<file path="src/inc/lat_cfg.svh">
`ifndef LAT_CFG_SVH
`define LAT_CFG_SVH
// ----------------------------------------
// timing
// ----------------------------------------
`define LAT_CLK_HZ         25000000
`define LAT_US_PER_SEC     1000000
`define LAT_CYC_PER_US     (`LAT_CLK_HZ / `LAT_US_PER_SEC)
`define LAT_LOSS_TICKS     2
`define LAT_EPOCH_SEC      32'h0000_0000
`define LAT_BLOCKS         6
`define LAT_AZ_FULL        17'h08ca0
`define LAT_BLOCK_TAIL_NS  42580
`define LAT_BLOCK_STEP_NS  55560
`define LAT_FIRE_FIRST_NS  54668
`define LAT_FIRE_MID_NS    23180
`define LAT_FIRE_STEP_A_NS 1968
`define LAT_FIRE_STEP_B_NS 1304
`define LAT_FIRE_MID_STEP  17
// ----------------------------------------
// register offsets
// ----------------------------------------
`define LAT_OFS_CTRL      8'h00
`define LAT_OFS_TRIG_IVL  8'h04
`define LAT_OFS_STATUS    8'h08
`define LAT_OFS_NOW_SEC   8'h0c
`define LAT_OFS_NOW_US    8'h10
`define LAT_OFS_PKT_DT    8'h14
`define LAT_OFS_PKT_US    8'h18
`define LAT_OFS_QUERY     8'h1c
`define LAT_OFS_BLK_END   8'h20
`define LAT_OFS_FIRE_OFS  8'h24
// ----------------------------------------
// fields and reset values
// ----------------------------------------
`define LAT_CTRL_SRC_NET  0
`define LAT_CTRL_GGA      1
`define LAT_CTRL_AZ_TRIG  2
`define LAT_CTRL_DUAL     3
`define LAT_CTRL_RST      4'h0
`define LAT_TRIG_IVL_RST  24'h000038
`define LAT_QUERY_RST     16'h0106
`endif

</file>
<file path="src/inc/lat_pkg.sv">
package lat_pkg;
  // lock state of the pulse and sentence inputs
  typedef enum logic [1:0] {
    LAT_LOCK_UNLOCKED = 2'b00,
    LAT_LOCK_LOCKED   = 2'b01,
    LAT_LOCK_LOST     = 2'b10
  } lat_lock_type;
  // state of the network time source
  typedef enum logic [1:0] {
    LAT_NET_FREE   = 2'b00,
    LAT_NET_TRACK  = 2'b01,
    LAT_NET_LOCKED = 2'b10,
    LAT_NET_FROZEN = 2'b11
  } lat_net_type;
endpackage

</file>
<file path="src/logic/lat_time_keeper.sv">
`include "lat_cfg.svh"
module lat_time_keeper
  import lat_pkg::*;
#(
  parameter int         CYC_PER_US = `LAT_CYC_PER_US,
  parameter int         US_PER_SEC = `LAT_US_PER_SEC,
  parameter logic [1:0] LOSS_TICKS = 2'(`LAT_LOSS_TICKS)
) (
  input  wire logic        clk_sys,
  input  wire logic        reset,
  input  wire logic        ce,
  input  wire logic        wb_cyc_i,
  input  wire logic        wb_stb_i,
  input  wire logic        wb_we_i,
  input  wire logic [7:0]  wb_adr_i,
  input  wire logic [3:0]  wb_sel_i,
  input  wire logic [31:0] wb_dat_i,
  output      logic [31:0] wb_dat_o,
  output      logic        wb_ack_o,
  input  wire logic        ppsIn,
  input  wire logic        nmeaStrobe,
  input  wire logic        nmeaIsGga,
  input  wire logic [31:0] nmeaSeconds,
  input  wire logic        ptpStrobe,
  input  wire logic        ptpServoLocked,
  input  wire logic [31:0] ptpSeconds,
  input  wire logic [19:0] ptpMicros,
  input  wire logic [15:0] azimuth,
  output      logic        tickOut,
  output      logic        posPacket,
  output      logic        fireTrigger,
  output      logic        pktReady,
  output      logic [31:0] pktDateTime,
  output      logic [31:0] pktStampSec,
  output      logic [19:0] pktStampUs,
  output      logic [31:0] nowSeconds,
  output      logic [19:0] nowMicros
);

  // ----------------------------------------
  // functions
  // ----------------------------------------
  function automatic lat_lock_type lockNext(input lat_lock_type cur, input logic seen,
                                            input logic miss);
    lockNext = cur;
    unique case (cur)
      LAT_LOCK_UNLOCKED: if (seen) lockNext = LAT_LOCK_LOCKED;
      LAT_LOCK_LOCKED: if (!seen && miss) lockNext = LAT_LOCK_LOST;
      LAT_LOCK_LOST: if (seen) lockNext = LAT_LOCK_LOCKED;
      default: lockNext = LAT_LOCK_UNLOCKED;
    endcase
  endfunction

  // missed-tick counter, saturating; a sighting in the same cycle wins
  function automatic logic [1:0] missNext(input logic [1:0] cur, input logic seen,
                                          input logic tick);
    if (seen) return 2'h0;
    if (tick && cur != 2'h3) return cur + 2'h1;
    return cur;
  endfunction

  // byte-lane merge for register writes
  function automatic logic [31:0] laneMerge(input logic [31:0] old, input logic [31:0] nw,
                                            input logic [3:0] sel);
    for (int i = 0; i < 4; i++) begin
      if (sel[i]) old[8*i +: 8] = nw[8*i +: 8];
    end
    return old;
  endfunction

  // block end time relative to packet time, in ns
  function automatic logic [31:0] blockEndNs(input logic [2:0] blk, input logic dual);
    int back;
    if (blk == 3'h0 || blk > 3'(`LAT_BLOCKS)) return 32'h0;
    back = `LAT_BLOCKS - int'(blk);
    if (dual) back = back / 2;
    return 32'(-(`LAT_BLOCK_TAIL_NS + `LAT_BLOCK_STEP_NS * back));
  endfunction

  // firing step of a channel; two channels share each step
  function automatic logic [5:0] chanStep(input logic [6:0] ch);
    unique case (ch)
      7'h0c, 7'h28: return 6'h01;
      7'h12, 7'h26: return 6'h02;
      7'h0b, 7'h1a: return 6'h03;
      7'h11, 7'h20: return 6'h04;
      7'h08, 7'h17: return 6'h05;
      7'h0e, 7'h1d: return 6'h06;
      7'h14, 7'h23: return 6'h07;
      7'h0d, 7'h1c: return 6'h08;
      7'h13, 7'h22: return 6'h09;
      7'h0a, 7'h19: return 6'h0a;
      7'h10, 7'h1f: return 6'h0b;
      7'h16, 7'h25: return 6'h0c;
      7'h0f, 7'h1e: return 6'h0d;
      7'h15, 7'h24: return 6'h0e;
      7'h1b, 7'h2a: return 6'h0f;
      7'h18, 7'h21: return 6'h10;
      7'h01, 7'h2c: return 6'h11;
      7'h02, 7'h2e: return 6'h12;
      7'h03, 7'h34: return 6'h13;
      7'h04, 7'h32: return 6'h14;
      7'h05, 7'h30: return 6'h15;
      7'h06, 7'h36: return 6'h16;
      7'h29, 7'h3a: return 6'h17;
      7'h2f, 7'h3e: return 6'h18;
      7'h35, 7'h40: return 6'h19;
      7'h07, 7'h38: return 6'h1a;
      7'h2b, 7'h3b: return 6'h1b;
      7'h31, 7'h3f: return 6'h1c;
      7'h09, 7'h37: return 6'h1d;
      7'h27, 7'h39: return 6'h1e;
      7'h2d, 7'h3c: return 6'h1f;
      7'h33, 7'h3d: return 6'h20;
      default: return 6'h00; // no such channel
    endcase
  endfunction

  // channel offset in ns; table is linear in two segments
  function automatic logic [31:0] chanOfsNs(input logic [5:0] step);
    int s;
    s = int'(step);
    if (step == 6'h0) return 32'h0;
    if (s <= `LAT_FIRE_MID_STEP)
      return 32'(-`LAT_FIRE_FIRST_NS + `LAT_FIRE_STEP_A_NS * (s - 1));
    return 32'(-`LAT_FIRE_MID_NS + `LAT_FIRE_STEP_B_NS * (s - `LAT_FIRE_MID_STEP));
  endfunction

  // ----------------------------------------
  // registers and events
  // ----------------------------------------
  logic [3:0]   ctrlReg;
  logic [23:0]  trigIvlReg;
  logic [15:0]  queryReg;
  logic [7:0]   cycReg;
  logic [19:0]  usReg;
  logic [31:0]  secReg;
  logic         ppsPrevReg;
  logic [31:0]  nmeaSecReg;
  logic         nmeaFreshReg;
  lat_lock_type ppsStateReg;
  lat_lock_type nmeaStateReg;
  lat_net_type  ptpStateReg;
  logic [1:0]   ppsMissReg;
  logic [1:0]   nmeaMissReg;
  logic [1:0]   ptpMissReg;
  logic [23:0]  ivlCntReg;
  logic [15:0]  lastAzReg;
  logic [2:0]   blockCntReg;
  logic [31:0]  readData;
  logic         gnssMode;
  logic         usStep;
  logic         wrapTick;
  logic         ppsAlign;
  logic         ptpLoad;
  logic         nmeaAccept;
  logic         tickNow;
  logic         subSecSync;
  logic [23:0]  ivlEff;
  logic [16:0]  azDiff;
  logic         fireNow;
  logic [2:0]   returns;
  logic         pktFull;
  logic         wbReq;
  logic [31:0]  blockEndNow;
  logic [31:0]  fireOfsNow;

  assign gnssMode   = !ctrlReg[`LAT_CTRL_SRC_NET];
  assign usStep     = ce && cycReg == 8'(CYC_PER_US - 1);
  assign wrapTick   = usStep && usReg == 20'(US_PER_SEC - 1);
  assign ppsAlign   = ce && gnssMode && ppsIn && !ppsPrevReg;
  assign ptpLoad    = ce && !gnssMode && ptpStrobe;
  assign nmeaAccept = ce && gnssMode && nmeaStrobe
                      && nmeaIsGga == ctrlReg[`LAT_CTRL_GGA];
  // a pulse near the end of the second ticks early; one just after a wrap only realigns
  assign tickNow    = ppsAlign ? usReg >= 20'(US_PER_SEC / 2) : wrapTick;
  assign subSecSync = gnssMode ? ppsStateReg == LAT_LOCK_LOCKED
                      : ptpStateReg inside {LAT_NET_TRACK, LAT_NET_LOCKED};
  assign ivlEff     = (trigIvlReg == 24'h0) ? 24'h1 : trigIvlReg;
  assign azDiff     = (azimuth >= lastAzReg) ? {1'b0, azimuth - lastAzReg}
                      : 17'({1'b0, azimuth} + `LAT_AZ_FULL - {1'b0, lastAzReg});
  assign fireNow    = ctrlReg[`LAT_CTRL_AZ_TRIG] ? ce && azDiff >= 17'(ivlEff)
                      : usStep && ivlCntReg >= ivlEff - 24'h1;
  assign returns    = ctrlReg[`LAT_CTRL_DUAL] ? 3'h2 : 3'h1;
  assign pktFull    = blockCntReg + returns >= 3'(`LAT_BLOCKS);
  assign wbReq      = ce && wb_cyc_i && wb_stb_i && !wb_ack_o;
  assign blockEndNow = blockEndNs(queryReg[2:0], ctrlReg[`LAT_CTRL_DUAL]);
  assign fireOfsNow  = blockEndNow + chanOfsNs(chanStep(queryReg[14:8]));

  // ----------------------------------------
  // local time base
  // ----------------------------------------
  // prescaler and microsecond counter run free unless a reference realigns them
  always_ff @(posedge clk_sys) begin
    if (reset) begin
      cycReg <= 8'h0;
      usReg  <= 20'h0;
    end else if (ce) begin
      if (ppsAlign || ptpLoad) begin
        cycReg <= 8'h0;
        usReg  <= ptpLoad ? ptpMicros : 20'h0;
      end else if (usStep) begin
        cycReg <= 8'h0;
        usReg  <= wrapTick ? 20'h0 : usReg + 20'h1;
      end else begin
        cycReg <= cycReg + 8'h1;
      end
    end
  end

  // seconds: master time, sentence plus one, or plain counting on drift
  always_ff @(posedge clk_sys) begin
    if (reset) begin
      secReg <= `LAT_EPOCH_SEC;
    end else if (ptpLoad) begin
      secReg <= ptpSeconds;
    end else if (tickNow) begin
      if (gnssMode && nmeaFreshReg) secReg <= nmeaSecReg + 32'h1;
      else secReg <= secReg + 32'h1;
    end
  end

  // latest accepted sentence; a sentence in the tick cycle survives for the next tick
  always_ff @(posedge clk_sys) begin
    if (reset) begin
      nmeaSecReg   <= `LAT_EPOCH_SEC;
      nmeaFreshReg <= 1'b0;
      ppsPrevReg   <= 1'b0;
    end else if (ce) begin
      ppsPrevReg <= ppsIn;
      if (nmeaAccept) begin
        nmeaSecReg   <= nmeaSeconds;
        nmeaFreshReg <= 1'b1;
      end else if (tickNow) begin
        nmeaFreshReg <= 1'b0;
      end
    end
  end

  // ----------------------------------------
  // lock tracking
  // ----------------------------------------
  // a source is lost after LOSS_TICKS internal ticks without a sighting
  always_ff @(posedge clk_sys) begin
    if (reset) begin
      ppsStateReg  <= LAT_LOCK_UNLOCKED;
      nmeaStateReg <= LAT_LOCK_UNLOCKED;
      ppsMissReg   <= 2'h0;
      nmeaMissReg  <= 2'h0;
    end else if (ce) begin
      ppsMissReg   <= missNext(ppsMissReg, ppsAlign, tickNow);
      nmeaMissReg  <= missNext(nmeaMissReg, nmeaAccept, tickNow);
      ppsStateReg  <= lockNext(ppsStateReg, ppsAlign, ppsMissReg >= LOSS_TICKS);
      nmeaStateReg <= lockNext(nmeaStateReg, nmeaAccept, nmeaMissReg >= LOSS_TICKS);
    end
  end

  // network source state; a message moves it only while ctrlReg selects the network source
  always_ff @(posedge clk_sys) begin
    if (reset) begin
      ptpStateReg <= LAT_NET_FREE;
      ptpMissReg  <= 2'h0;
    end else if (ce) begin
      ptpMissReg <= missNext(ptpMissReg, ptpLoad, tickNow);
      unique case (ptpStateReg)
        LAT_NET_FREE, LAT_NET_FROZEN: begin
          if (ptpLoad) ptpStateReg <= ptpServoLocked ? LAT_NET_LOCKED : LAT_NET_TRACK;
        end
        LAT_NET_TRACK, LAT_NET_LOCKED: begin
          if (ptpLoad) ptpStateReg <= ptpServoLocked ? LAT_NET_LOCKED : LAT_NET_TRACK;
          else if (ptpMissReg >= LOSS_TICKS) ptpStateReg <= LAT_NET_FROZEN;
        end
      endcase
    end
  end

  // ----------------------------------------
  // firing rounds and packet time
  // ----------------------------------------
  // interval counter restarts on each trigger; azimuth mode remembers the last angle
  always_ff @(posedge clk_sys) begin
    if (reset) begin
      ivlCntReg <= 24'h0;
      lastAzReg <= 16'h0;
    end else if (ce) begin
      if (fireNow) begin
        ivlCntReg <= 24'h0;
        lastAzReg <= azimuth;
      end else if (usStep) begin
        ivlCntReg <= ivlCntReg + 24'h1;
      end
    end
  end

  // the round that fills the last block fixes the packet time
  always_ff @(posedge clk_sys) begin
    if (reset) begin
      blockCntReg <= 3'h0;
      pktDateTime <= `LAT_EPOCH_SEC;
      pktStampSec <= `LAT_EPOCH_SEC;
      pktStampUs  <= 20'h0;
      pktReady    <= 1'b0;
      fireTrigger <= 1'b0;
    end else if (ce) begin
      fireTrigger <= fireNow;
      pktReady    <= fireNow && pktFull;
      if (fireNow) begin
        blockCntReg <= pktFull ? 3'h0 : blockCntReg + returns;
        if (pktFull) begin
          pktDateTime <= secReg;
          pktStampSec <= secReg;
          pktStampUs  <= usReg;
        end
      end
    end
  end

  // tick, position packet and current time outputs
  always_ff @(posedge clk_sys) begin
    if (reset) begin
      tickOut    <= 1'b0;
      posPacket  <= 1'b0;
      nowSeconds <= `LAT_EPOCH_SEC;
      nowMicros  <= 20'h0;
    end else if (ce) begin
      tickOut    <= tickNow;
      posPacket  <= tickNow && gnssMode;
      nowSeconds <= secReg;
      nowMicros  <= usReg;
    end
  end

  // ----------------------------------------
  // register bus
  // ----------------------------------------
  always_comb begin
    unique case (wb_adr_i & 8'hfc)
      `LAT_OFS_CTRL:     readData = {28'h0, ctrlReg};
      `LAT_OFS_TRIG_IVL: readData = {8'h0, trigIvlReg};
      `LAT_OFS_STATUS:   readData = {25'h0, subSecSync, ptpStateReg, nmeaStateReg,
                                     ppsStateReg};
      `LAT_OFS_NOW_SEC:  readData = secReg;
      `LAT_OFS_NOW_US:   readData = {12'h0, usReg};
      `LAT_OFS_PKT_DT:   readData = pktDateTime;
      `LAT_OFS_PKT_US:   readData = {12'h0, pktStampUs};
      `LAT_OFS_QUERY:    readData = {16'h0, queryReg};
      `LAT_OFS_BLK_END:  readData = blockEndNow;
      `LAT_OFS_FIRE_OFS: readData = fireOfsNow;
      default:           readData = 32'h0; // unmapped reads zero
    endcase
  end

  // one wait state: ack comes the cycle after the request, then drops
  always_ff @(posedge clk_sys) begin
    if (reset) begin
      wb_ack_o <= 1'b0;
      wb_dat_o <= 32'h0;
    end else if (ce) begin
      wb_ack_o <= wbReq;
      if (wbReq) wb_dat_o <= wb_we_i ? 32'h0 : readData;
    end
  end

  // writable settings; reserved bits are dropped
  always_ff @(posedge clk_sys) begin
    if (reset) begin
      ctrlReg    <= `LAT_CTRL_RST;
      trigIvlReg <= `LAT_TRIG_IVL_RST;
      queryReg   <= `LAT_QUERY_RST;
    end else if (wbReq && wb_we_i) begin
      if ((wb_adr_i & 8'hfc) == `LAT_OFS_CTRL)
        ctrlReg <= 4'(laneMerge({28'h0, ctrlReg}, wb_dat_i, wb_sel_i));
      if ((wb_adr_i & 8'hfc) == `LAT_OFS_TRIG_IVL)
        trigIvlReg <= 24'(laneMerge({8'h0, trigIvlReg}, wb_dat_i, wb_sel_i));
      if ((wb_adr_i & 8'hfc) == `LAT_OFS_QUERY)
        queryReg <= 16'(laneMerge({16'h0, queryReg}, wb_dat_i, wb_sel_i));
    end
  end
endmodule // lat_time_keeper

</file>
<file path="config.mk">
export PLATFORM = sky130hd
export DESIGN_NAME = lat_time_keeper
export DESIGN_NICKNAME = d
export VERILOG_FILES = /design/src/inc/lat_pkg.sv /design/src/logic/lat_time_keeper.sv
export VERILOG_INCLUDE_DIRS = /design/src /design/src/inc
export SDC_FILE = /design/constraint.sdc
export NUM_CORES = 1
export LEC_CHECK = 0
export BUFFER_PORTS_ARGS = -buffer_cell sky130_fd_sc_hd__buf_2
export CAP_MARGIN = 20
export CORE_MARGIN = 2
export CORE_UTILIZATION = 45
export CTS_CLUSTER_SIZE = 16
export DETAILED_ROUTE_END_ITERATION = 10
export SLEW_MARGIN = 20
export SYNTH_ARGS = -nofsm -noshare
export SYNTH_HDL_FRONTEND = slang
export SYNTH_SLANG_ARGS = --single-unit
</file>
<file path="constraint.sdc">
create_clock -name clk_sys -period 13.45 [get_ports clk_sys]
set_input_delay 0.6725 -clock clk_sys [delete_from_list [all_inputs] [get_ports clk_sys]]
set_output_delay 0.6725 -clock clk_sys [all_outputs]
set_load 0.01 [all_outputs]
</file>
; Word level (Yosys, flattened, before mapping)
; Memory sizes are Yosys's and may differ from the RTL's. A register that Yosys moved wholly into a read port is not among the register bits.
; Index checks and enable logic that the tools add are counted.
; W data, S select, Z words.
[totals]
ff_bits = 334
rom_bits = 768
out_inout_bits = 173
word_cells = 244
mem_count = 1
[op_classes]
n_addsub = 22
multipliers = 3
magnitude_cmp = 10
n_eq_ne = 28
n_mux = 80
bitwise = 1
reduce_logical = 68
[memory_table]
columns = name, words, word_bits, read_ports, rd_ports_with_merged_regs, write_ports, line
row1 = (name not given), 128, 6, 1, 1, 0, lat_time_keeper.sv:82  ; unique case (ch)
[ops]
columns = op, n
row1 = $mux W32, 12
row2 = $pmux W32 S10, 1
row3 = $mux W20, 4
row4 = $mux W24, 3
row5 = $add A32 B1 Y32 const B, 2
row6 = $mux W2, 21
row7 = $add A17 B32 Y32 const A, 1
row8 = $add A32 B1 Y32, 1
row9 = $add A32 B32 Y32, 1
row10 = $mul A14 B32 Y29 const A, 1
row11 = $neg A32 Y32, 1
row12 = $mux W1, 30
row13 = $reduce_and A3 Y1, 10
row14 = $add A24 B1 Y24 const B, 1
row15 = $eq A6 B3 Y1 const B, 4
row16 = $ge A24 B24 Y1, 1
row17 = $logic_not A24 Y1, 1
row18 = $sub A24 B1 Y24 const B, 1
row19 = $logic_and A1 B1 Y1, 23
row20 = $add A16 B19 Y20 const A, 1
row21 = $add A17 B19 Y20 const A, 1
row22 = $add A20 B1 Y20 const B, 1
row23 = $eq A20 B20 Y1 const B, 1
row24 = $ge A20 B19 Y1 const B, 1
row25 = 42 further kinds, 88

; Longest topological paths before layout
[logic_depth]
word_depth = 12
ltp_mapped = 43

; Worst setup path after synthesis
; No wires, ideal clock.
[synth_timing]
kind = reg-to-reg
from = register queryReg[0]
to = register wb_dat_o[27]
setup_time_ps = 117
arrival_time_ps = 9249
required_ps = 13333
setup_slack_ps = 4085
path_stages_with_launch = 36
n_path_buf = 1
cell_sequence = dfxtp_1 -> inv_1 -> ha_1 -> inv_1 -> ha_1 -> nand3_1 -> ha_1 -> a21oi_1 -> inv_1 -> ha_1 -> inv_1 -> ha_1 -> xor2_1 -> fa_1 -> fa_1 -> ha_1 -> fa_1 -> ha_1 -> clkbuf_1 -> and2_1 -> o2bb2ai_1 -> a31o_2 -> a211o_1 -> nor4_2 -> nand2_1 -> xor2_1 -> nor2_1 -> ha_1 -> or4_1 -> o211ai_1 -> o21bai_1 -> nand2b_1 -> xor2_1 -> a222oi_1 -> o21ai_0 -> a22o_1
[synth_via]
elab_chain_len = 12
elab_cells_between_ends = 16
cone_classes = add/sub (5) / mul (1) / order compare (1) / mux (6) / bitwise (1) / reduce/logical (2)
[synth_rtl]
columns = element, line
row1 = "start, declared", lat_time_keeper.sv:134  ; logic [15:0] queryReg;
row2 = "start signal, assigned", lat_time_keeper.sv:369  ; queryReg <= `LAT_QUERY_RST;
row3 = "start signal, assigned", lat_time_keeper.sv:376  ; queryReg <= 16'(laneMerge({16'h0, queryReg}, wb_dat_i, wb_sel_i));
row4 = $sub A3 B3 Y4 (no source line), -
row5 = $and A1 B1 Y1 (no source line), -
row6 = $add A32 B1 Y32 (no source line), -
row7 = $mux W32, lat_time_keeper.sv:76  ; if (dual) back = back / 2;
row8 = $mux W32, lat_time_keeper.sv:75  ; back = `LAT_BLOCKS - int'(blk);
row9 = $mul A14 B32 Y29 (no source line), -
row10 = $add A17 B32 Y32 (no source line), -
row11 = $neg A32 Y32, lat_time_keeper.sv:77  ; return 32'(-(`LAT_BLOCK_TAIL_NS + `LAT_BLOCK_STEP_NS * back));
row12 = $mux W32 *, lat_time_keeper.sv:75
row13 = $add A32 B32 Y32, lat_time_keeper.sv:188  ; assign fireOfsNow = blockEndNow + chanOfsNs(chanStep(queryReg[14:8]));
row14 = $pmux W32 S10 *, lat_time_keeper.sv:337  ; unique case (wb_adr_i & 8'hfc)
row15 = $mux W32 *, lat_time_keeper.sv:360  ; if (wbReq) wb_dat_o <= wb_we_i ? 32'h0 : readData;
row16 = "end signal, assigned", lat_time_keeper.sv:360
row17 = "end, declared", lat_time_keeper.sv:18  ; output logic [31:0] wb_dat_o,
; Mark *: on every way between the ends. The rest lies on a longest branch, timed or not. The select of a mux whose other input is x is not followed.
; A chain may end at the register's enable or synchronous reset.

; Worst setup path after layout
[layout_timing]
from = register queryReg[0]
to = register wb_dat_o[31]
; The elaborated chain is that of the path after synthesis.

==> impl_metrics.json <==
{
  "status": "complete, no violations",
  "r2r_start": "queryReg[0]$_SDFFE_PP0P_",
  "timing.final.crit_share_pct": 76.1,
  "grt_max_degree": 192,
  "drtIter0Drc": 2267,
  "cts_htree_levels": 2,
  "antenna_found_initial": 6,
  "grt_first_pass_wirelength_um": 144000,
  "cpPeakStageDelay_ps": 610,
  "rsz0062_at_grt": "no",
  "synthMuxAreaShare_pct": 4.34,
  "ctsHoldBuffers": 0,
  "antenna_left": 0,
  "maxCapViolCount": 0,
  "critPathKind": "flip-flop to flip-flop",
  "wire_per_inst_um": 20.4,
  "cts_sinks": 340,
  "crit_path_max_fanout": 17,
  "ys_warn_count": 0,
  "die_area_um2": 67100,
  "area_delta_synth_final_pct": 11.9,
  "place_congestion": 0.919,
  "endpoint_kind": "flip-flop",
  "maxSlewViolCount": 0,
  "num_vias": 26900,
  "clkTransAtPathRegs_ps": 60,
  "power.total_uw": 2530,
  "reg2reg_to": "wb_dat_o[31]$_SDFFE_PP0P_",
  "synth_top_family_by_area": "simple AND/OR/NAND/NOR gates",
  "synth-edff-count": 0,
  "grt_use_total_pct": 27.6,
  "synth-compound-area-share_pct": 19.4,
  "synth_fa_ha_area_share_pct": 18.6,
  "hold_depth": 3,
  "syn_area_per_cell_um2": 7.99,
  "fin_crit_ps": 10240,
  "dr.pass1.iters": 6,
  "fillers": 6323,
  "fin_skew_ps": 29.1,
  "wl_um": 96500,
  "slew_headroom_pct": 20.1,
  "cts_tree": "yes",
  "syn_area_um2": 29300,
  "crit_arrival_ps": 10690,
  "fin_area_um2": 32700,
  "portBuffers": 316,
  "die_w_um": 259,
  "syn_nets": 4201,
  "p_leak_uw": 0.0146,
  "fmax_mhz": 97.7,
  "setup_violations": 0,
  "insertion_delay_ps": 600,
  "fin_tns_setup_ps": 0,
  "reg2reg_depth": 42,
  "ys_async_sr_fraction_pct": 0,
  "hpwl_um": 72700,
  "grt_pass1_vias": 24400,
  "worstMarginPinSlew_ps": 1190,
  "fin_nets": 4371,
  "yosysSeqAreaShare_pct": 23.3,
  "cts_root_buf": "clkbuf_16",
  "hold_end": "secReg[16]$_SDFFE_PP0P_",
  "vdd_drop_max_mv": 0.0873,
  "dp_slack_ps": 3300,
  "power_density_nw_per_um2": 77.3,
  "worstHoldStart": "ptpSeconds[16]",
  "row_count": 93,
  "route.detailed.drc": 0,
  "ios": 328,
  "cts_resized": 0,
  "synth_flop_cell": "dfxtp_1",
  "placed_cells": 4643,
  "grt_overflow": 0,
  "initial_core_util_pct": 45.5,
  "die_h_um": 259,
  "placed_cell_area_um2": 31200,
  "hp-class": "input port to flip-flop",
  "crit_required_ps": 13900,
  "cts_buffers": 43,
  "yosys.area_share.simple_pct": 20.4,
  "cp_slowest_cell": "ha_1",
  "final_cell_mix": "nor2_1, dfxtp_1, buf_2",
  "mostFrequentLayoutCell": "nor2_1",
  "synthXorXnorAreaFrac_pct": 6.28,
  "yosysUniqueCellTypes": 105,
  "crit_path_start_kind": "flip-flop",
  "vias_per_cell": 5.70,
  "hold_viol": 0,
  "worst_slack_ps": 3210,
  "ys_ff_latch": 340,
  "syn_inst": 3663,
  "drive_gt1_share_pct": 13.1,
  "cts_buffer_depth": 3,
  "post_cts_buffers": 0,
  "stdcell_count": 4724,
  "coreArea_um2": 64300,
  "reg2reg_slack_ps": 3210
}
-- registers in the layout (all words and copies together) (netlist names), 3 cells and up, named ones only --
register / cells
nmeaSecReg: 32
nowSeconds: 32
pktStampSec: 32
secReg: 32
wb_dat_o: 32
ivlCntReg: 24
trigIvlReg: 24
nowMicros: 20
pktStampUs: 20
usReg: 20
lastAzReg: 16
queryReg: 16
cycReg: 8
ctrlReg: 4
blockCntReg: 3
-- worst max-delay path: cells and delay by family, from the launching register on --
family | cells | cell delay [ps]
AO/OA/AOI/OAI | 9 | 2130
XOR/XNOR | 4 | 660
adder cells (fa/ha/maj) | 12 | 4130
buffers and inverters | 9 | 860
flip-flops | 1 | 440
AND/OR/NAND/NOR | 8 | 1840
-- synthesized netlist by cell type, types with 13 or more instances --
library cell | instances | area, µm²
nand3_1 | 76 | 380
o21a_1 | 22 | 165
buf_1 | 16 | 60.1
mux2i_1 | 119 | 1190
nor2b_1 | 22 | 138
ha_1 | 295 | 3690
nand4_1 | 23 | 144
nor3_1 | 97 | 485
a21o_1 | 50 | 375
a221oi_1 | 34 | 298
a22o_1 | 15 | 131
nor3b_1 | 13 | 97.6
nand2b_1 | 73 | 457
inv_1 | 294 | 1100
o221ai_1 | 16 | 140
xnor2_1 | 133 | 1160
a211oi_1 | 43 | 323
nand2_1 | 293 | 1100
nand4b_1 | 56 | 490
or3_1 | 21 | 131
o21bai_1 | 16 | 120
fa_1 | 88 | 1760
xor2_1 | 77 | 674
a22oi_1 | 37 | 278
and2_1 | 15 | 93.8
nor2_1 | 415 | 1560
o21ai_0 | 159 | 796
a21oi_1 | 235 | 1180
a222oi_1 | 13 | 130
or2_2 | 13 | 81.3
dfxtp_1 | 340 | 6810
buf_4 | 41 | 308
o211ai_1 | 32 | 240
and3_1 | 44 | 275
a211o_1 | 13 | 114
clkbuf_1 | 157 | 589
a31oi_1 | 28 | 175
nor4_1 | 13 | 81.3
-- how the worst max path moves through the flow --
stage                                   from                   endpoint  slack, ps
global route        queryReg[0]$_SDFFE_PP0P_  wb_dat_o[31]$_SDFFE_PP0P_       2430
global placement    queryReg[0]$_SDFFE_PP0P_  wb_dat_o[31]$_SDFFE_PP0P_       3370
finish              queryReg[0]$_SDFFE_PP0P_  wb_dat_o[31]$_SDFFE_PP0P_       3210
floorplan           queryReg[0]$_SDFFE_PP0P_  wb_dat_o[27]$_SDFFE_PP0P_       4080
detailed placement  queryReg[0]$_SDFFE_PP0P_  wb_dat_o[31]$_SDFFE_PP0P_       3300
CTS                 queryReg[0]$_SDFFE_PP0P_  wb_dat_o[31]$_SDFFE_PP0P_       3260
-- through the flow --
stage	hold slack, ps	util [%]
CTS	278	50.9
floorplan	445	-
detailed placement	444	48.5
finish	301	50.9
global placement	441	48.5
global route	293	50.9
-- report_power, final --
group          total, µW  switching [µW]  internal, µW
Combinational        224             136          88.0
Sequential          1030            15.5          1020
Clock               1270             507           767
-- per-layer routing --
metal	part of all wire, %	global-route usage, %
met5	0.047	0
met4	3.9	10.5
met3	8.2	6.10
met2	43	42.1
met1	45	37.8
-- cell type report --
| class | instances | area, µm² | area share (%) |
|---|---|---|---|
| multi-input cells | 2793 | 20300 | 61.9 |
| inverters | 299 | 1130 | 3.45 |
| well taps | 855 | 1070 | 3.27 |
| clock buffers | 57 | 1240 | 3.78 |
| repair buffers | 356 | 1910 | 5.82 |
| flip-flops and latches | 340 | 6810 | 20.8 |
| diodes | 2 | 5.00 | 0.0153 |
| clock inverters | 22 | 314 | 0.959 |
-- cells by family (layout without fill, tap and decap cells) --
family | Yosys count | count (layout)
compound gates | 847 | 847
xor+xnor | 210 | 210
fa+ha+maj | 383 | 383
buf+inv | 530 | 734
flops | 340 | 340
mux | 124 | 124
other cells | 0 | 2
simple gates | 1229 | 1229
Note: power is estimated with default switching activity, not from simulation.
